==> src/logic/rcsr_pkg.sv <==
package rcsr_pkg;

	localparam int          PC_WIDTH_DEF = 21;
	localparam int          Q_CLKS_DEF   = 1;
	localparam int          OFF_WIDTH    = 11;
	localparam int          OFF_MIN      = -1024;
	localparam int          OFF_MAX      = 1023;
	localparam int          RET_STEP     = 2;
	localparam int          PREFIX_MSB   = 15;
	localparam int          PREFIX_LSB   = 11;
	localparam logic [4:0]  CALL_PREFIX  = 5'h1b;
	localparam logic [15:0] RESET_OPCODE = 16'h00ff;
	localparam logic        PULSE_RST    = 1'b0;

	typedef enum logic [1:0] {
		Q1 = 2'b00,
		Q2 = 2'b01,
		Q3 = 2'b10,
		Q4 = 2'b11
	} rcsr_phase_type;

	typedef enum logic [1:0] {
		OP_NONE  = 2'b00,
		OP_CALL  = 2'b01,
		OP_RESET = 2'b10
	} rcsr_op_type;

	typedef enum logic {
		ST_EXEC   = 1'b0,
		ST_REFILL = 1'b1
	} rcsr_state_type;

	localparam rcsr_phase_type PHASE_RST = Q1;
	localparam rcsr_state_type STATE_RST = ST_EXEC;
	localparam rcsr_op_type    OP_RST    = OP_NONE;

	// classify one instruction word
	function automatic rcsr_op_type op_of(input logic [15:0] word);
		rcsr_op_type r;
		r = OP_NONE;
		if (word[PREFIX_MSB:PREFIX_LSB] == CALL_PREFIX) begin
			r = OP_CALL;
		end else if (word == RESET_OPCODE) begin
			r = OP_RESET;
		end
		return r;
	endfunction : op_of

endpackage : rcsr_pkg

==> src/logic/rcsr_q_if.sv <==
`timescale 1ns/1ps
interface rcsr_q_if;
	logic                     q_tick;
	rcsr_pkg::rcsr_phase_type phase;

	modport src (output q_tick, output phase);
	modport snk (input q_tick, input phase);
endinterface : rcsr_q_if

==> src/logic/rcsr_core.sv <==
//
// Overview of operation
// - opcode with top five bits 11011 is a relative call; low eleven bits are offset
// - the call offset is two's complement, from -1024 up to 1023
// - the call pushes pc plus 2 onto the return stack before touching pc
// - the call loads pc with pc plus 2 plus twice the signed offset
// - the target is built from the advanced pc, not the call's own address
// - the call takes two cycles; the second is a refill with no operation
// - the call leaves every status flag as it was
// - opcode 0x00ff is the software reset, with no operands
// - software reset raises the same reset as the master clear pin
// - software reset takes one cycle: decode in q1, reset request in q2
//
`timescale 1ns/1ps
module rcsr_core #(
	parameter int PC_WIDTH   = rcsr_pkg::PC_WIDTH_DEF,
	parameter int CLKS_PER_Q = rcsr_pkg::Q_CLKS_DEF
) (
	input  wire logic                clk,
	input  wire logic                rst,
	input  wire logic [15:0]         opcode,
	input  wire logic                opcode_valid,
	input  wire logic [PC_WIDTH-1:0] pc_now,
	output logic                     push_strobe,
	output logic [PC_WIDTH-1:0]      push_addr,
	output logic                     pc_load,
	output logic [PC_WIDTH-1:0]      pc_target,
	output logic                     master_clear_pin_reset_req,
	output logic                     refill_busy,
	output logic                     flags_freeze
);
	localparam int OW          = rcsr_pkg::OFF_WIDTH;
	localparam int LOAD_TO_END = 4 * CLKS_PER_Q;
	localparam int REFILL_LEN  = 4 * CLKS_PER_Q;

	if (PC_WIDTH < OW + 1) begin : g_bad_width
		$error("rcsr_core: PC_WIDTH must be at least 12");
	end
	if (CLKS_PER_Q < 1) begin : g_bad_clks
		$error("rcsr_core: CLKS_PER_Q must be at least 1");
	end

	// doubled, sign-extended offset
	function automatic logic [PC_WIDTH-1:0] span_of(input logic [OW-1:0] n);
		return {{(PC_WIDTH-OW-1){n[OW-1]}}, n, 1'b0};
	endfunction : span_of

	// address following the current instruction
	function automatic logic [PC_WIDTH-1:0] step_of(input logic [PC_WIDTH-1:0] a);
		return a + PC_WIDTH'(rcsr_pkg::RET_STEP);
	endfunction : step_of

	rcsr_q_if q ();

	rcsr_qphase #(
		.CLKS_PER_Q (CLKS_PER_Q)
	) u_qphase (
		.clk (clk),
		.rst (rst),
		.q   (q)
	);

	rcsr_pkg::rcsr_op_type dec_op;
	logic [OW-1:0]         dec_off;

	rcsr_decode u_decode (
		.opcode (opcode),
		.op     (dec_op),
		.offset (dec_off)
	);

	rcsr_pkg::rcsr_state_type state;
	rcsr_pkg::rcsr_state_type next_state;
	rcsr_pkg::rcsr_op_type    op;
	rcsr_pkg::rcsr_op_type    next_op;
	logic [OW-1:0]            off;
	logic [OW-1:0]            next_off;
	logic [PC_WIDTH-1:0]      base;
	logic [PC_WIDTH-1:0]      next_base;
	logic                     next_push_strobe;
	logic [PC_WIDTH-1:0]      next_push_addr;
	logic                     next_pc_load;
	logic [PC_WIDTH-1:0]      next_pc_target;
	logic                     next_reset_req;
	logic                     next_refill_busy;
	logic                     next_flags_freeze;
	logic                     q1_take;

	// a new instruction is taken at the end of q1, never during refill
	assign q1_take = q.q_tick && (q.phase == rcsr_pkg::Q1)
		&& (state == rcsr_pkg::ST_EXEC) && opcode_valid;

	always_comb begin
		next_state        = state;
		next_op           = op;
		next_off          = off;
		next_base         = base;
		next_push_strobe  = 1'b0;
		next_push_addr    = push_addr;
		next_pc_load      = 1'b0;
		next_pc_target    = pc_target;
		next_reset_req    = 1'b0;
		next_refill_busy  = refill_busy;
		next_flags_freeze = flags_freeze;
		if (q.q_tick) begin
			case (q.phase)
				rcsr_pkg::Q1: begin
					if (q1_take) begin
						next_op   = dec_op;
						next_off  = dec_off;
						next_base = pc_now;
						if (dec_op == rcsr_pkg::OP_CALL) begin
							next_push_strobe  = 1'b1;
							next_push_addr    = step_of(pc_now);
							next_flags_freeze = 1'b1;
						end
						if (dec_op == rcsr_pkg::OP_RESET) begin
							next_reset_req = 1'b1;
						end
					end else if (state == rcsr_pkg::ST_EXEC) begin
						next_op = rcsr_pkg::OP_NONE;
					end
				end
				rcsr_pkg::Q2: begin
					if (op == rcsr_pkg::OP_CALL) begin
						// advanced pc plus doubled signed offset
						next_pc_target = step_of(base) + span_of(off);
					end
				end
				rcsr_pkg::Q3: begin
					if (op == rcsr_pkg::OP_CALL) begin
						next_pc_load = 1'b1;
					end
				end
				rcsr_pkg::Q4: begin
					if (state == rcsr_pkg::ST_REFILL) begin
						next_state        = rcsr_pkg::ST_EXEC;
						next_refill_busy  = 1'b0;
						next_flags_freeze = 1'b0;
					end else if (op == rcsr_pkg::OP_CALL) begin
						next_state       = rcsr_pkg::ST_REFILL;
						next_refill_busy = 1'b1;
					end
					next_op = rcsr_pkg::OP_NONE;
				end
				default: begin
					next_op = rcsr_pkg::OP_NONE;
				end
			endcase
		end
	end

	always_ff @(posedge clk) begin
		if (rst) begin
			state                      <= rcsr_pkg::STATE_RST;
			op                         <= rcsr_pkg::OP_RST;
			off                        <= '0;
			base                       <= '0;
			push_strobe                <= rcsr_pkg::PULSE_RST;
			push_addr                  <= '0;
			pc_load                    <= rcsr_pkg::PULSE_RST;
			pc_target                  <= '0;
			master_clear_pin_reset_req <= rcsr_pkg::PULSE_RST;
			refill_busy                <= rcsr_pkg::PULSE_RST;
			flags_freeze               <= rcsr_pkg::PULSE_RST;
		end else begin
			state                      <= next_state;
			op                         <= next_op;
			off                        <= next_off;
			base                       <= next_base;
			push_strobe                <= next_push_strobe;
			push_addr                  <= next_push_addr;
			pc_load                    <= next_pc_load;
			pc_target                  <= next_pc_target;
			master_clear_pin_reset_req <= next_reset_req;
			refill_busy                <= next_refill_busy;
			flags_freeze               <= next_flags_freeze;
		end
	end

	// checking helpers
	logic                pushed;
	logic [PC_WIDTH-1:0] delta;
	int                  refill_len;

	assign delta = pc_target - push_addr;

	always_ff @(posedge clk) begin
		if (rst) begin
			pushed <= 1'b0;
		end else if (push_strobe) begin
			pushed <= 1'b1;
		end else if (q1_take) begin
			pushed <= 1'b0;
		end
	end

	// clocks spent in the current refill, cleared outside it
	always_ff @(posedge clk) begin
		if (rst) begin
			refill_len <= 0;
		end else if (refill_busy) begin
			refill_len <= refill_len + 1;
		end else begin
			refill_len <= 0;
		end
	end
endmodule : rcsr_core

==> src/logic/rcsr_qphase.sv <==
`timescale 1ns/1ps
module rcsr_qphase #(
	parameter int CLKS_PER_Q = rcsr_pkg::Q_CLKS_DEF
) (
	input wire logic clk,
	input wire logic rst,
	rcsr_q_if.src    q
);
	localparam int CW = (CLKS_PER_Q > 1) ? $clog2(CLKS_PER_Q) : 1;

	if (CLKS_PER_Q < 1) begin : g_bad_clks
		$error("rcsr_qphase: CLKS_PER_Q must be at least 1");
	end

	logic [CW-1:0]            cnt;
	logic [CW-1:0]            next_cnt;
	rcsr_pkg::rcsr_phase_type ph;
	rcsr_pkg::rcsr_phase_type next_ph;
	logic                     tick;

	// tick marks the last clock of each phase
	assign tick     = (cnt == CW'(CLKS_PER_Q - 1));
	assign q.q_tick = tick;
	assign q.phase  = ph;

	always_comb begin
		next_cnt = cnt + CW'(1);
		next_ph  = ph;
		if (tick) begin
			next_cnt = '0;
			next_ph  = rcsr_pkg::rcsr_phase_type'(ph + 2'h1);
		end
	end

	always_ff @(posedge clk) begin
		if (rst) begin
			cnt <= '0;
			ph  <= rcsr_pkg::PHASE_RST;
		end else begin
			cnt <= next_cnt;
			ph  <= next_ph;
		end
	end
endmodule : rcsr_qphase

==> src/logic/rcsr_decode.sv <==
`timescale 1ns/1ps
module rcsr_decode (
	input  wire logic [15:0]                    opcode,
	output rcsr_pkg::rcsr_op_type               op,
	output logic [rcsr_pkg::OFF_WIDTH-1:0]      offset
);
	// low eleven bits carry the signed call offset
	assign op     = rcsr_pkg::op_of(opcode);
	assign offset = opcode[rcsr_pkg::OFF_WIDTH-1:0];
endmodule : rcsr_decode

==> config.mk <==
export PLATFORM = sky130hd
export DESIGN_NAME = rcsr_core
export DESIGN_NICKNAME = d
export VERILOG_FILES = /design/src/logic/rcsr_pkg.sv /design/src/logic/rcsr_q_if.sv /design/src/logic/rcsr_core.sv /design/src/logic/rcsr_qphase.sv /design/src/logic/rcsr_decode.sv
export SDC_FILE = /design/constraint.sdc
export NUM_CORES = 1
export LEC_CHECK = 0
export ABC_CLOCK_PERIOD_IN_PS = 4500
export BUFFER_PORTS_ARGS = -buffer_cell sky130_fd_sc_hd__buf_4
export CAP_MARGIN = 20
export CORE_MARGIN = 10
export CORE_UTILIZATION = 40
export CTS_BUF_LIST = sky130_fd_sc_hd__clkbuf_4 sky130_fd_sc_hd__clkbuf_8
export CTS_CLUSTER_DIAMETER = 100
export CTS_CLUSTER_SIZE = 28
export DETAILED_ROUTE_END_ITERATION = 8
export PLACE_DENSITY_LB_ADDON = 0.12
export SLEW_MARGIN = 10
export SYNTH_ARGS = -nofsm -noshare
export SYNTH_HDL_FRONTEND = slang
export SYNTH_SLANG_ARGS = --single-unit
==> constraint.sdc <==
create_clock -name clk -period 4.5 [get_ports clk]
set_input_delay 0.9 -clock clk [delete_from_list [all_inputs] [get_ports clk]]
set_output_delay 0.9 -clock clk [all_outputs]
set_load 0.05 [all_outputs]
# == Yosys cells after proc, flatten, opt, wreduce, memory -nomap -nowiden ==
# Cells that the tools add are included.
# word_totals
wordCells,66
reg_bits,85
# op_classes
bitwise,5
n_eq_ne,12
mux,15
reduce_logical,16
addsub,5
# ops
operator,n
$add A21 B2 Y21 const B,2
$add A21 B21 Y21,1
$eq A16 B8 Y1 const B,1
$reduce_and A3 Y1,4
$mux W1,9
$mux W2,4
$eq A2 B1 Y1 const B,3
$eq A2 B2 Y1 const B,3
$eq A5 B5 Y1 const B,1
$not A1 Y1,5
$reduce_and A5 Y1,1
$ne A2 B2 Y1 const B,2
$pmux W2 S2,1
$reduce_and A4 Y1,1
$reduce_bool A2 Y1,2
$reduce_or A4 Y1,1
$logic_and A1 B1 Y1,3
$ne A3 B3 Y1 const B,1
$reduce_or A3 Y1,1
$add A2 B1 Y2 const B,1
$logic_not A2 Y1,1
$ne A2 B1 Y1 const B,1
$pmux W1 S2,1
$reduce_and A2 Y1,1
2 further kinds,2

# == Longest topological paths before layout ==
# Gate-level depths: netlist of the first run.
# depth
ltp_word,7
ltp_mapped,13

# == Cells and area by module ==
# A second synthesis of the first run with hierarchy kept.
# unflattened
cells_unflattened,556
area_unflattened_um2,4520.6
# by_module_without_submodules
mod,n_inst,seq_area_each_um2,cells_each,area_per_inst_um2
rcsr_core,1,1641.6,527,4262.8
rcsr_decode,1,0.0,18,140.1
rcsr_qphase,1,60.1,11,117.6

# == Worst setup path after synthesis of the first run ==
# OpenSTA, ideal clock, no wires.
# synth_path
kind,register to register
startpoint,register off[1]
endpoint,register pc_target[18]
path_stages_with_launch,12
required_ps,4437
path_buffers,0
slack_ps,2135
arrival_time_ps,2302
period_less_slack_ps,2365
setup_ps,63
path_cell_list,dfxtp_1 -> ha_1 -> ha_1 -> inv_1 -> fa_1 -> nand2b_1 -> a21oi_2 -> o2111ai_1 -> o21ai_2 -> a31oi_1 -> or3_1 -> nand3_1
# synth_between
elab_chain_cells,1
# synth_rtl
element,line_no,rtl
"start, declared",rcsr_core.sv:76,logic [OW-1:0] off;
"start signal, assigned",rcsr_core.sv:169,off <= next_off;
$add A21 B21 Y21,rcsr_core.sv:127,next_pc_target = step_of(base) + span_of(off);
"end signal, assigned",rcsr_core.sv:174,pc_target <= next_pc_target;
"end, declared",rcsr_core.sv:27,"output logic [PC_WIDTH-1:0] pc_target,"
# Every way passes these cells.
# A chain may end at the register's enable or synchronous reset.

# == Worst setup path in the final report of the first run ==
# layout_path
startpoint,register off[0]
endpoint,register pc_target[18]
# Same word-level chain as after synthesis.

==> impl_table.tex, run 1 <==
\begin{tabular}{lr}
\hline
Metric & Value \\
\hline
\multicolumn{2}{l}{\textbf{Floorplanning}} \\
Die Footprint & 16100 um\^{}2 \\
Die width & 127 um \\
Standard-cell row count & 39 \\
Die Ht & 127 um \\
Core region area & 11300 um\^{}2 \\
Number of placed I/O pins & 87 \\
Initial standard-cell utilization of the core & 0.405 \\
\multicolumn{2}{l}{\textbf{Setup path}} \\
Maximum fanout count along the critical path & 3 \\
Class of the most critical setup path & reg -> reg \\
Crit path DAT & 2.98 ns \\
Reg-to-Reg Start & off[0] \\
Data required time of the critical path & 4.81 ns \\
FF-to-FF End & pc\_target[18] \\
R2R setup slack & 1.82 ns \\
CP endpoint kind & register \\
Cells on worst reg2reg path & 13 \\
Sort of element at the start of the critical path & register \\
\multicolumn{2}{l}{\textbf{Place}} \\
Half-perimeter wire length after detailed placement & 8.62 mm \\
GPL Wtd Cong & 0.883 \\
Count of input and output buffers & 86 \\
\multicolumn{2}{l}{\textbf{Global route}} \\
Pin count of the biggest net entering global routing & 84 \\
Global-route wire length before repair & 18.3 mm \\
Vias in the first global route & 3852 \\
Global-route total usage across every layer & 0.136 \\
Remaining global-route overflow & 0 \\
Number of antenna violations at the first check in global routing & 0 \\
\multicolumn{2}{l}{\textbf{Timing}} \\
Number of failing hold endpoints at the final stage & 0 \\
Count of endpoints failing setup in the final report & 0 \\
Fin crit period & 2.68 ns \\
Setup TNS & 0 ns \\
Part of the cycle the worst path needs & 0.595 \\
Setup repair after global routing missed its margin & false \\
Relative slew margins & 0.377 \\
Slew at the pin closest to its max-slew limit & 0.934 ns \\
Worst setup skew after layout & 0.0101 ns \\
Max Slew Vio Count & 0 \\
Max Fclk & 374 MHz \\
\multicolumn{2}{l}{\textbf{Power and ir drop}} \\
Overall power & 1590 uW \\
Reported leakage power & 0.00229 uW \\
Power density over the cells & 289 nW/um\^{}2 \\
Peak supply drop & 223 uV \\
\multicolumn{2}{l}{\textbf{Finish}} \\
Layout area overhead & 20.2\% \\
Commonest non-fill, non-tap cells in the layout & 106 x sky130\_fd\_sc\_hd\_\_nand2\_1, 89 x sky130\_fd\_sc\_hd\_\_buf\_4, 85 x sky130\_fd\_sc\_hd\_\_dfxtp\_1, 59 x sky130\_fd\_sc\_hd\_\_a21oi\_1, 48 x sky130\_fd\_sc\_hd\_\_nor2\_1 \\
Commonest non-fill, non-tap cell in the layout & sky130\_fd\_sc\_hd\_\_nand2\_1 \\
ANT cells & 0 \\
Final nets & 696 \\
Fraction of layout instances using a drive strength above 1 & 0.207 \\
\multicolumn{2}{l}{\textbf{Logic synthesis}} \\
Synth Register Bits & 85 \\
Number of enable flip-flop cells after synthesis & 0 \\
Syn avg cell area & 8.51 um\^{}2 \\
Cell area after technology mapping & 4590 um\^{}2 \\
Share of flip-flops with an asynchronous set or reset after synthesis & 0 \\
Total number of yosys warnings & 0 \\
Sequential-to-total area share from yosys stat & 0.371 \\
Cells after synthesis & 539 \\
Top flip-flop cell by instance count after synthesis & sky130\_fd\_sc\_hd\_\_dfxtp\_1 \\
Number of unique standard cell types used by synthesis & 62 \\
Nets in the synthesized netlist & 622 \\
\multicolumn{2}{l}{\textbf{CTS}} \\
Maximum clock insertion buffer count & 2 \\
Number of buffers inserted by post-CTS setup repair & 0 \\
Sink count of the clock tree & 85 \\
Post\_cts resized & 0 \\
Number of levels the H-tree was split into & 3 \\
Number of hold-repair buffers added at the cts stage & 0 \\
Number of buffers created by CTS & 9 \\
Worst-Skew Late Latency & 0.37 ns \\
Clock-pin slew of the registers on the worst-case setup and hold paths & 0.09 ns \\
Root Buffer Master & sky130\_fd\_sc\_hd\_\_clkbuf\_8 \\
TritonCTS clock tree & yes \\
\multicolumn{2}{l}{\textbf{Min path}} \\
Worst hold path cell count & 2 \\
Endpoint of the worst hold-timing path & pc\_target[19] \\
Class of the tightest hold or removal check & reg -> reg \\
Launch instance of the worst min-delay path & pc\_target[19] \\
\multicolumn{2}{l}{\textbf{Drt}} \\
First-pass DRT Iterations & 4 \\
Wirelength, routed & 11.3 mm \\
Residual antenna-violating net count after detailed routing & 0 \\
Via Count & 3912 \\
Detail-routed via count per cell & 5.14 \\
1st-iter DRT viols & 260 \\
Wire length per cell & 14.9 um \\
Number of design rule violations left after detail routing & 0 \\
\multicolumn{2}{l}{\textbf{Status}} \\
Run status & finished clean \\
\multicolumn{2}{l}{\textbf{Flow run}} \\
Count of maximum capacitance violations & 0 \\
\hline
\end{tabular}
registers in the layout (all words and copies together), names as in the netlist:
name / cells
pc_load: 1
refill_busy: 1
u_qphase.cnt: 1
push_strobe: 1
flags_freeze: 1
base: 21
off: 11
push_addr: 21
master_clear_pin_reset_req: 1
op: 2
u_qphase.q.phase: 2
state: 1
pc_target: 21
worst max path at each step:
stage | startpoint | end | slack [ns] | depth (start not counted)
after floorplan | off[1] | pc_target[18] | 2.14 | 11
after global placement | off[0] | pc_target[18] | 1.93 | 13
after detailed placement | off[0] | pc_target[18] | 1.86 | 13
after CTS | off[0] | pc_target[18] | 1.83 | 13
after global routing | off[0] | pc_target[18] | 1.67 | 13
final | off[0] | pc_target[18] | 1.82 | 13
routing by layer:
metal	global-route usage	wire length, um	vias to the layer above
li1	-	-	2013
met1	0.152	4740	1816
met2	0.242	5820	71
met3	0.0380	589	12
met4	0.0489	159	0
met5	0	0	-
area by class of cell:
class / instances / area (um^2)
multi-input cells: 416 / 2690
well taps: 143 / 179
clock inverters: 5 / 82.6
fillers: 1156 / 5810
flip-flops and latches: 85 / 1700
inverters: 12 / 45.0
repair buffers: 89 / 668
clock buffers: 11 / 145
cells in the mapped netlist, types with 3 or more instances:
| master | count | area share |
|---|---|---|
| sky130_fd_sc_hd__buf_2 | 3 | 0.0033 |
| sky130_fd_sc_hd__clkbuf_1 | 15 | 0.012 |
| sky130_fd_sc_hd__buf_6 | 4 | 0.0098 |
| sky130_fd_sc_hd__nor3_1 | 5 | 0.0055 |
| sky130_fd_sc_hd__o2111ai_1 | 3 | 0.0057 |
| sky130_fd_sc_hd__and3_1 | 4 | 0.0055 |
| sky130_fd_sc_hd__o21ai_0 | 9 | 0.0098 |
| sky130_fd_sc_hd__nand2b_1 | 9 | 0.012 |
| sky130_fd_sc_hd__a21oi_1 | 59 | 0.064 |
| sky130_fd_sc_hd__ha_1 | 42 | 0.11 |
| sky130_fd_sc_hd__nand2_1 | 106 | 0.087 |
| sky130_fd_sc_hd__xnor2_1 | 15 | 0.029 |
| sky130_fd_sc_hd__nand3_1 | 11 | 0.012 |
| sky130_fd_sc_hd__nor2_1 | 48 | 0.039 |
| sky130_fd_sc_hd__dfxtp_1 | 85 | 0.37 |
| sky130_fd_sc_hd__mux2i_1 | 3 | 0.0065 |
| sky130_fd_sc_hd__nand4_1 | 3 | 0.0041 |
| sky130_fd_sc_hd__a21o_1 | 4 | 0.0065 |
| sky130_fd_sc_hd__a211oi_2 | 6 | 0.016 |
| sky130_fd_sc_hd__xor2_1 | 17 | 0.032 |
| sky130_fd_sc_hd__nor4_1 | 3 | 0.0041 |
| sky130_fd_sc_hd__a211oi_1 | 22 | 0.036 |
| sky130_fd_sc_hd__inv_1 | 12 | 0.0098 |
stage by stage:
step | cells | setup slack, ns | utilization | instance area [um^2] | hold WS [ns]
after detailed placement | 745 | 1.86 | 0.467 | 5280 | 0.446
after global routing | 761 | 1.67 | 0.487 | 5510 | 0.480
after floorplan | 539 | 2.14 | - | 4590 | 0.432
after global placement | 745 | 1.93 | 0.467 | 5280 | 0.441
after CTS | 761 | 1.83 | 0.487 | 5510 | 0.457
final | 761 | 1.82 | 0.487 | 5510 | 0.454
report_power, final:
part	switching [uW]	internal (uW)	total (uW)
Sequential	13.8	770	784
Clock	282	336	618
Combinational	113	79.5	192
Total	408	1190	1590
critical path, cell delays in order, from the launching register on:
cell	delay, ns
sky130_fd_sc_hd__dfxtp_1	0.34
sky130_fd_sc_hd__inv_1	0.05
sky130_fd_sc_hd__ha_1	0.18
sky130_fd_sc_hd__inv_1	0.06
sky130_fd_sc_hd__ha_1	0.19
sky130_fd_sc_hd__inv_1	0.07
sky130_fd_sc_hd__fa_1	0.37
sky130_fd_sc_hd__nand2b_1	0.19
sky130_fd_sc_hd__a21oi_2	0.16
sky130_fd_sc_hd__o2111ai_1	0.19
sky130_fd_sc_hd__o21ai_2	0.25
sky130_fd_sc_hd__a31oi_1	0.13
sky130_fd_sc_hd__or3_1	0.33
sky130_fd_sc_hd__nand3_1	0.07
logic make-up (layout without fill, tap and decap cells):
logic type	Yosys count	after routing	synth area share
AOI/OAI and AO/OA	122	122	0.177
xor gates and xnor gates	32	32	0.0611
adders and majority gates	43	43	0.119
buffers and inverters	38	117	0.0426
DFF	85	85	0.371
muxes	4	4	0.00900
other	1	1	0.000818
and+or+nand+nor	214	214	0.220
No activity file was read; power rests on OpenSTA's default activity.
==> run 2: changes to the inputs <==
ABC_CLOCK_PERIOD_IN_PS = 2300   (was 4500)
clock period = 2.3 ns   (was 4.5 ns; I/O delays follow)
==> run 2 against run 1 <==
  * The flow now finishes with violations (negative setup slack)
  * Final cell count rose by 3.8%
  * Power up 96%
  * Non-clock buffer count grew 29
  * Clock skew grew 0.0042 ns
  * Core utilization rose by 4.1 points
  * Sequential share of layout area shrank 2.2 points
  * Critical path depth decreased by 2
  * Critical path type unchanged
  * Largest cell class unchanged
  * Largest power group unchanged
==> impl_table.tex, run 2 (synthesis gave the netlist of run 1 again) <==
\begin{tabular}{lr}
\hline
Metric & Value \\
\hline
\multicolumn{2}{l}{\textbf{Finish}} \\
Final nets & 725 \\
ANT cells & 0 \\
Final Instance Count excl. Fillers & 790 \\
Commonest non-fill, non-tap cell in the layout & sky130\_fd\_sc\_hd\_\_buf\_4 \\
Largest regs & base (21), pc\_target (21), push\_addr (21) \\
Commonest non-fill, non-tap cells in the layout & 116 x sky130\_fd\_sc\_hd\_\_buf\_4, 106 x sky130\_fd\_sc\_hd\_\_nand2\_1, 78 x sky130\_fd\_sc\_hd\_\_dfxtp\_1, 54 x sky130\_fd\_sc\_hd\_\_a21oi\_1, 46 x sky130\_fd\_sc\_hd\_\_nor2\_1 \\
Fill cell count & 1076 \\
Layout area overhead & 30.3\% \\
Fraction of layout instances using a drive strength above 1 & 0.304 \\
\multicolumn{2}{l}{\textbf{Status}} \\
Run status & finished with violations \\
Violated checks & negative setup slack \\
\multicolumn{2}{l}{\textbf{Drt}} \\
Via Count & 4069 \\
Residual antenna-violating net count after detailed routing & 0 \\
Wirelength, routed & 12.1 mm \\
Number of design rule violations left after detail routing & 0 \\
Wire length per cell & 15.3 um \\
Detail-routed via count per cell & 5.15 \\
First-pass DRT Iterations & 4 \\
1st-iter DRT viols & 245 \\
\multicolumn{2}{l}{\textbf{Setup path}} \\
Cell breakdown of the critical path & ha\_4 > ha\_4 > inv\_2 > fa\_2 > nand2b\_4 > a21oi\_4 > o2111ai\_2 > o21ai\_2 > a31oi\_1 > or3\_1 > nand3\_1 \\
Cell with the most instances on the worst path & sky130\_fd\_sc\_hd\_\_ha\_4 \\
Sort of element at the start of the critical path & register \\
Slowest cell on the critical path & sky130\_fd\_sc\_hd\_\_dfxtp\_2 \\
Maximum fanout count along the critical path & 3 \\
Cell class contributing the biggest share of worst-path delay & adder cells \\
Class of the most critical setup path & reg -> reg \\
R2R setup slack & -0.05 ns \\
Crit path DAT & 2.66 ns \\
Total buffers and inverters traversed by the critical path & 1 \\
CP endpoint kind & register \\
Maximum cell stage delay along the critical path & 0.34 ns \\
Data required time of the critical path & 2.61 ns \\
\multicolumn{2}{l}{\textbf{Place}} \\
Half-perimeter wire length after detailed placement & 9.16 mm \\
Total placed cells including tap cells & 771 \\
GPL Wtd Cong & 0.903 \\
Count of input and output buffers & 86 \\
Worst setup slack after placement & -0.130 ns \\
\multicolumn{2}{l}{\textbf{Timing}} \\
Setup repair after global routing missed its margin & true \\
Max Fclk & 426 MHz \\
Fin crit period & 2.35 ns \\
Worst setup skew after layout & 0.0144 ns \\
Max Slew Vio Count & 0 \\
Part of the cycle the worst path needs & 1.02 \\
Number of failing hold endpoints at the final stage & 0 \\
Count of endpoints failing setup in the final report & 3 \\
Final WS setup & -0.0474 ns \\
Worst hold margin & 0.300 ns \\
\multicolumn{2}{l}{\textbf{Global route}} \\
Global-route wire length before repair & 19.7 mm \\
Number of antenna violations at the first check in global routing & 0 \\
Global-route total usage across every layer & 0.147 \\
Vias in the first global route & 4036 \\
Remaining global-route overflow & 0 \\
Pin count of the biggest net entering global routing & 42 \\
\multicolumn{2}{l}{\textbf{CTS}} \\
Sink count of the clock tree & 85 \\
Root Buffer Master & sky130\_fd\_sc\_hd\_\_clkbuf\_8 \\
Maximum clock insertion buffer count & 2 \\
Number of buffers created by CTS & 9 \\
Clock-pin slew of the registers on the worst-case setup and hold paths & 0.10 ns \\
Number of levels the H-tree was split into & 3 \\
TritonCTS clock tree & yes \\
Worst-Skew Late Latency & 0.37 ns \\
Number of hold-repair buffers added at the cts stage & 0 \\
\multicolumn{2}{l}{\textbf{Floorplanning}} \\
Number of placed I/O pins & 87 \\
Die Footprint & 16100 um\^{}2 \\
Die Ht & 127 um \\
Initial standard-cell utilization of the core & 0.405 \\
Die width & 127 um \\
Core region area & 11300 um\^{}2 \\
Standard-cell row count & 39 \\
\multicolumn{2}{l}{\textbf{Power and ir drop}} \\
Power density over the cells & 523 nW/um\^{}2 \\
Reported leakage power & 0.00242 uW \\
Peak supply drop & 276 uV \\
\multicolumn{2}{l}{\textbf{Min path}} \\
Class of the tightest hold or removal check & in -> reg \\
\multicolumn{2}{l}{\textbf{Flow run}} \\
Count of maximum capacitance violations & 0 \\
\hline
\end{tabular}
==> run 2: changes by cell type in the layout (fill, tap and decap cells not counted), moves of 3 or more <==
cell                      change
sky130_fd_sc_hd__a21oi_1      -5
sky130_fd_sc_hd__buf_4       +27
sky130_fd_sc_hd__ha_1        -14
sky130_fd_sc_hd__dfxtp_2      +6
sky130_fd_sc_hd__a21oi_2      +4
sky130_fd_sc_hd__dfxtp_1      -7
sky130_fd_sc_hd__ha_4        +12
sky130_fd_sc_hd__o21ai_1      +3
sky130_fd_sc_hd__o21ai_0      -4
==> run 2: per-stage QoR <==
step	power, uW	util	setup TNS (ns)	cell area (um^2)
2_1_floorplan	1810	-	0	4610
3_3_place_gp	1980	0.487	-0.168	5510
3_5_place_dp	1980	0.487	-0.397	5510
4_1_cts	3130	0.512	-0.0840	5800
5_1_grt	3280	0.528	-0.759	5970
6_report	3120	0.528	-0.0627	5970
==> run 2: worst paths after layout <==
| check | cells past startpoint | to | start |
|---|---|---|---|
| worst max-delay path | 11 | pc_target[18] | base[2] |
| worst min-delay path | 2 | push_addr[1] | pc_now[1] |
| worst max register to register | 11 | pc_target[18] | base[2] |
| worst min register to register | 2 | pc_target[19] | pc_target[19] |
==> run 2: what timing repair did <==
action,CTS,global route
pin swaps,11,18
setup buffers,1,3
endpoints found under the hold margin,0,0
gates resized for setup,15,30
endpoints found under the setup margin,8,10
==> run 2: layout make-up <==
cell class | count | area [um^2] | share of cell area
multi-input cells | 416 | 2930 | 0.490
flip-flops and latches | 85 | 1710 | 0.287
repair buffers | 118 | 902 | 0.151
well taps | 143 | 179 | 0.0300
clock buffers | 10 | 138 | 0.0230
clock inverters | 6 | 70.1 | 0.0117
inverters | 12 | 45.0 | 0.00754
==> run 2: routing by layer <==
layer	share of wire	vias up	global-route usage
li1	-	2072	-
met1	0.42	1916	0.170
met2	0.51	62	0.254
met3	0.042	19	0.0422
met4	0.019	0	0.0496
met5	0	-	0
==> run 2: power breakdown <==
part / switching [uW] / internal [uW] / total [uW]
logic: 248 / 207 / 455
clock network: 590 / 541 / 1130
registers: 29.9 / 1510 / 1540
==> run 2: worst register-to-register path: cells and delay by family (launching register included) <==
family          cells  cell delay [ns]
fa+ha+maj           3             0.73
flops               1             0.34
simple gates        3             0.55
buf+inv             1             0.03
compound gates      4             0.64
==> run 3: changes to the inputs <==
BUFFER_PORTS_ARGS = -buffer_cell sky130_fd_sc_hd__buf_2   (was -buffer_cell sky130_fd_sc_hd__buf_4)
CORE_UTILIZATION = 52   (was 40)
SYNTH_HIERARCHICAL = 1   (was not set)
==> run 3 against run 2 <==
  * The run still ends with negative setup slack left
  * Critical path depth unchanged
  * Power down 0.64%
  * Register-to-register slack worse by 0.18 ns
  * Flip-flop and latch count unchanged
  * Sequential power about the same
  * Non-clock buffer count up 2
  * Routed wire length down 3.8%
  * Sequential share of layout area up 1.5 points
  * Area after synthesis down 1.4%
  * Die area down 21%
  * Via count up 2.4%
  * Worst setup slack worse by 0.18 ns
  * Critical path type unchanged
  * Largest power group unchanged
  * Highest routed layer unchanged
==> impl_table.tex, run 3 <==
\begin{tabular}{lr}
\hline
Metric & Value \\
\hline
\multicolumn{2}{l}{\textbf{Status}} \\
Run status & finished with violations \\
Violated checks & negative setup slack \\
\multicolumn{2}{l}{\textbf{Setup path}} \\
Data required time of the critical path & 2.55 ns \\
CP endpoint kind & register \\
Crit path DAT & 2.78 ns \\
Maximum fanout count along the critical path & 3 \\
Class of the most critical setup path & reg -> reg \\
Reg-to-Reg Start & off[1] \\
Critical Path Start & off[1] \\
Maximum cell stage delay along the critical path & 0.35 ns \\
Slowest cell on the critical path & sky130\_fd\_sc\_hd\_\_dfxtp\_2 \\
Cell breakdown of the critical path & ha\_4 > ha\_4 > inv\_2 > fa\_2 > nand2b\_4 > a21o\_1 > a211o\_1 > o221ai\_2 > a31oi\_1 > xnor2\_1 > o31ai\_1 \\
Sort of element at the start of the critical path & register \\
Cell with the most instances on the worst path & sky130\_fd\_sc\_hd\_\_ha\_4 \\
\multicolumn{2}{l}{\textbf{Power and ir drop}} \\
Portion of total power attributed to sequential cells & 0.493 \\
Peak supply drop & 446 uV \\
Part of the total power dissipated in combinational logic & 0.127 \\
Clock Power Share & 0.380 \\
Net Sw Power & 774 uW \\
Internal power contribution & 2330 uW \\
Net switching share of the total power & 0.250 \\
Power density over the cells & 546 nW/um\^{}2 \\
Reported leakage power & 0.00240 uW \\
Overall power & 3100 uW \\
\multicolumn{2}{l}{\textbf{Floorplanning}} \\
Standard-cell row count & 33 \\
Die width & 113 um \\
Die Ht & 113 um \\
Number of placed I/O pins & 87 \\
Die Footprint & 12800 um\^{}2 \\
Core region area & 8340 um\^{}2 \\
Initial standard-cell utilization of the core & 0.542 \\
\multicolumn{2}{l}{\textbf{Logic synthesis}} \\
Share of flip-flops with an asynchronous set or reset after synthesis & 0 \\
Total number of yosys warnings & 6 \\
Sequential-to-total area share from yosys stat & 0.376 \\
Main area contributors after synthesis & sky130\_fd\_sc\_hd\_\_dfxtp\_1 38\%, sky130\_fd\_sc\_hd\_\_ha\_1 11\%, sky130\_fd\_sc\_hd\_\_nand2\_1 9.1\% \\
Nets in the synthesized netlist & 635 \\
Synth Register Bits & 85 \\
Cells after synthesis & 556 \\
Most numerous cell in the Yosys netlist & sky130\_fd\_sc\_hd\_\_nand2\_1 \\
Commonest cells in the netlist & 109 x sky130\_fd\_sc\_hd\_\_nand2\_1, 85 x sky130\_fd\_sc\_hd\_\_dfxtp\_1, 65 x sky130\_fd\_sc\_hd\_\_a21oi\_1 \\
Library cell with the largest summed area after synthesis & sky130\_fd\_sc\_hd\_\_dfxtp\_1 \\
Cell area after technology mapping & 4520 um\^{}2 \\
Top flip-flop cell by instance count after synthesis & sky130\_fd\_sc\_hd\_\_dfxtp\_1 \\
Area share of the largest cell type after synthesis & 0.376 \\
Number of unique standard cell types used by synthesis & 50 \\
Syn avg cell area & 8.13 um\^{}2 \\
Number of enable flip-flop cells after synthesis & 0 \\
\multicolumn{2}{l}{\textbf{CTS}} \\
TritonCTS clock tree & yes \\
Sink count of the clock tree & 85 \\
Root Buffer Master & sky130\_fd\_sc\_hd\_\_clkbuf\_8 \\
Number of buffers created by CTS & 9 \\
Maximum clock insertion buffer count & 2 \\
Clock-pin slew of the registers on the worst-case setup and hold paths & 0.09 ns \\
Worst-Skew Late Latency & 0.35 ns \\
Number of hold-repair buffers added at the cts stage & 0 \\
Number of levels the H-tree was split into & 3 \\
\multicolumn{2}{l}{\textbf{Place}} \\
Half-perimeter wire length after detailed placement & 8.49 mm \\
Total placed cells including tap cells & 739 \\
GPL Wtd Cong & 0.868 \\
Count of input and output buffers & 86 \\
Placed cell area & 5220 um\^{}2 \\
\multicolumn{2}{l}{\textbf{Drt}} \\
Wirelength, routed & 11.6 mm \\
Number of design rule violations left after detail routing & 0 \\
First-pass DRT Iterations & 4 \\
Residual antenna-violating net count after detailed routing & 0 \\
Detail-routed via count per cell & 5.49 \\
Wire length per cell & 15.3 um \\
Via Count & 4165 \\
1st-iter DRT viols & 185 \\
\multicolumn{2}{l}{\textbf{Min path}} \\
Launch instance of the worst min-delay path & opcode[0] \\
Class of the tightest hold or removal check & in -> reg \\
\multicolumn{2}{l}{\textbf{Finish}} \\
Fraction of layout instances using a drive strength above 1 & 0.291 \\
Final cell area excluding filler cells & 5680 um\^{}2 \\
ANT cells & 0 \\
Layout area overhead & 25.7\% \\
Commonest non-fill, non-tap cell in the layout & sky130\_fd\_sc\_hd\_\_nand2\_1 \\
Final Instance Count excl. Fillers & 759 \\
Final nets & 728 \\
Commonest non-fill, non-tap cells in the layout & 109 x sky130\_fd\_sc\_hd\_\_nand2\_1, 86 x sky130\_fd\_sc\_hd\_\_buf\_2, 74 x sky130\_fd\_sc\_hd\_\_dfxtp\_1, 59 x sky130\_fd\_sc\_hd\_\_a21oi\_1, 37 x sky130\_fd\_sc\_hd\_\_nor2\_1 \\
Fill cell count & 715 \\
Largest regs & base (21), pc\_target (21), push\_addr (21) \\
\multicolumn{2}{l}{\textbf{Timing}} \\
Fin crit period & 2.52 ns \\
Max Slew Vio Count & 0 \\
Count of endpoints failing setup in the final report & 8 \\
Final WS setup & -0.224 ns \\
Part of the cycle the worst path needs & 1.10 \\
Max Fclk & 396 MHz \\
Relative slew margins & 0.664 \\
Worst setup skew after layout & 0.0146 ns \\
Slew at the pin closest to its max-slew limit & 0.504 ns \\
Setup TNS & -1.11 ns \\
Number of failing hold endpoints at the final stage & 0 \\
Setup repair after global routing missed its margin & true \\
\multicolumn{2}{l}{\textbf{Global route}} \\
Global-route total usage across every layer & 0.173 \\
Vias in the first global route & 4009 \\
Remaining global-route overflow & 0 \\
Global-route wire length before repair & 18.9 mm \\
Pin count of the biggest net entering global routing & 48 \\
Number of antenna violations at the first check in global routing & 0 \\
\multicolumn{2}{l}{\textbf{Flow run}} \\
Count of maximum capacitance violations & 0 \\
\hline
\end{tabular}
run 3: changes by cell type in the layout (fill, tap and decap cells not counted), moves of 4 or more:
cell	previous run	this run
sky130_fd_sc_hd__dfxtp_1	78	74
sky130_fd_sc_hd__and3_1	4	9
sky130_fd_sc_hd__nand2b_1	8	3
sky130_fd_sc_hd__a21oi_1	54	59
sky130_fd_sc_hd__nor2_1	46	37
sky130_fd_sc_hd__buf_4	116	33
sky130_fd_sc_hd__a211oi_2	8	1
sky130_fd_sc_hd__nand3_1	10	22
sky130_fd_sc_hd__buf_2	0	86
sky130_fd_sc_hd__dfxtp_2	6	11
sky130_fd_sc_hd__nor3_1	4	9
run 3: power groups by stage:
stage	clock network [uW]	logic [uW]	registers [uW]
after floorplan	0	231	1560
after detailed placement	0	361	1560
after CTS	1200	376	1530
after global placement	0	359	1560
final	1180	393	1530
after global routing	1270	436	1530
run 3: cell type report:
cell class / instances / area [um^2] / share of cell area
clock inverters: 5 / 81.3 / 0.0143
repair buffers: 120 / 698 / 0.123
inverters: 14 / 52.6 / 0.00925
clock buffers: 11 / 145 / 0.0256
flip-flops and latches: 85 / 1720 / 0.302
well taps: 105 / 131 / 0.0231
multi-input cells: 419 / 2860 / 0.503
run 3: per-layer routing:
layer,track usage,wire length [um],up-vias
met4,0.0584,155,0
met3,0.0544,786,11
li1,-,-,2109
met2,0.273,5370,112
met1,0.219,5310,1933
met5,0,0,-
run 3: critical path, delay by kind of cell (launching register included):
family,cells,cell delay (ns)
DFF,1,0.35
and+or+nand+nor,1,0.15
xor gates and xnor gates,1,0.14
buffers and inverters,1,0.04
AOI/OAI and AO/OA,5,1.02
adders and majority gates,3,0.74
run 3: cells by family after synthesis:
| group | after synthesis | synth area share |
|---|---|---|
| AO/OA/AOI/OAI | 124 | 0.171 |
| XOR/XNOR | 30 | 0.0581 |
| adder cells (fa/ha/maj) | 39 | 0.110 |
| buffers and inverters | 52 | 0.0531 |
| flip-flops | 85 | 0.376 |
| multiplexers | 1 | 0.00332 |
| other | 1 | 0.000830 |
| AND/OR/NAND/NOR | 224 | 0.227 |
run 3: worst paths after layout:
check | cells past startpoint | end | slack, ns
worst max register to register | 11 | pc_target[20] | -0.22
worst min-delay path | 3 | off[0] | 0.36
worst max-delay path | 11 | pc_target[20] | -0.22
worst min register to register | 2 | pc_target[5] | 0.45
run 3: repair_timing:
action                                  4_1_cts  5_1_grt
gates cloned                                  0        0
pin swaps                                    15       13
gates resized for setup                      15       21
buffers inserted                              3        1
endpoints found under the setup margin        9       11
run 3: metrics by stage:
stage / setup WS, ns / hold WS, ns / utilization
final: -0.224 / 0.357 / 0.681
after global routing: -0.354 / 0.351 / 0.681
after CTS: -0.202 / 0.346 / 0.667
after detailed placement: -0.253 / 0.441 / 0.626
after global placement: -0.222 / 0.437 / 0.626
after floorplan: -0.145 / 0.432 / -
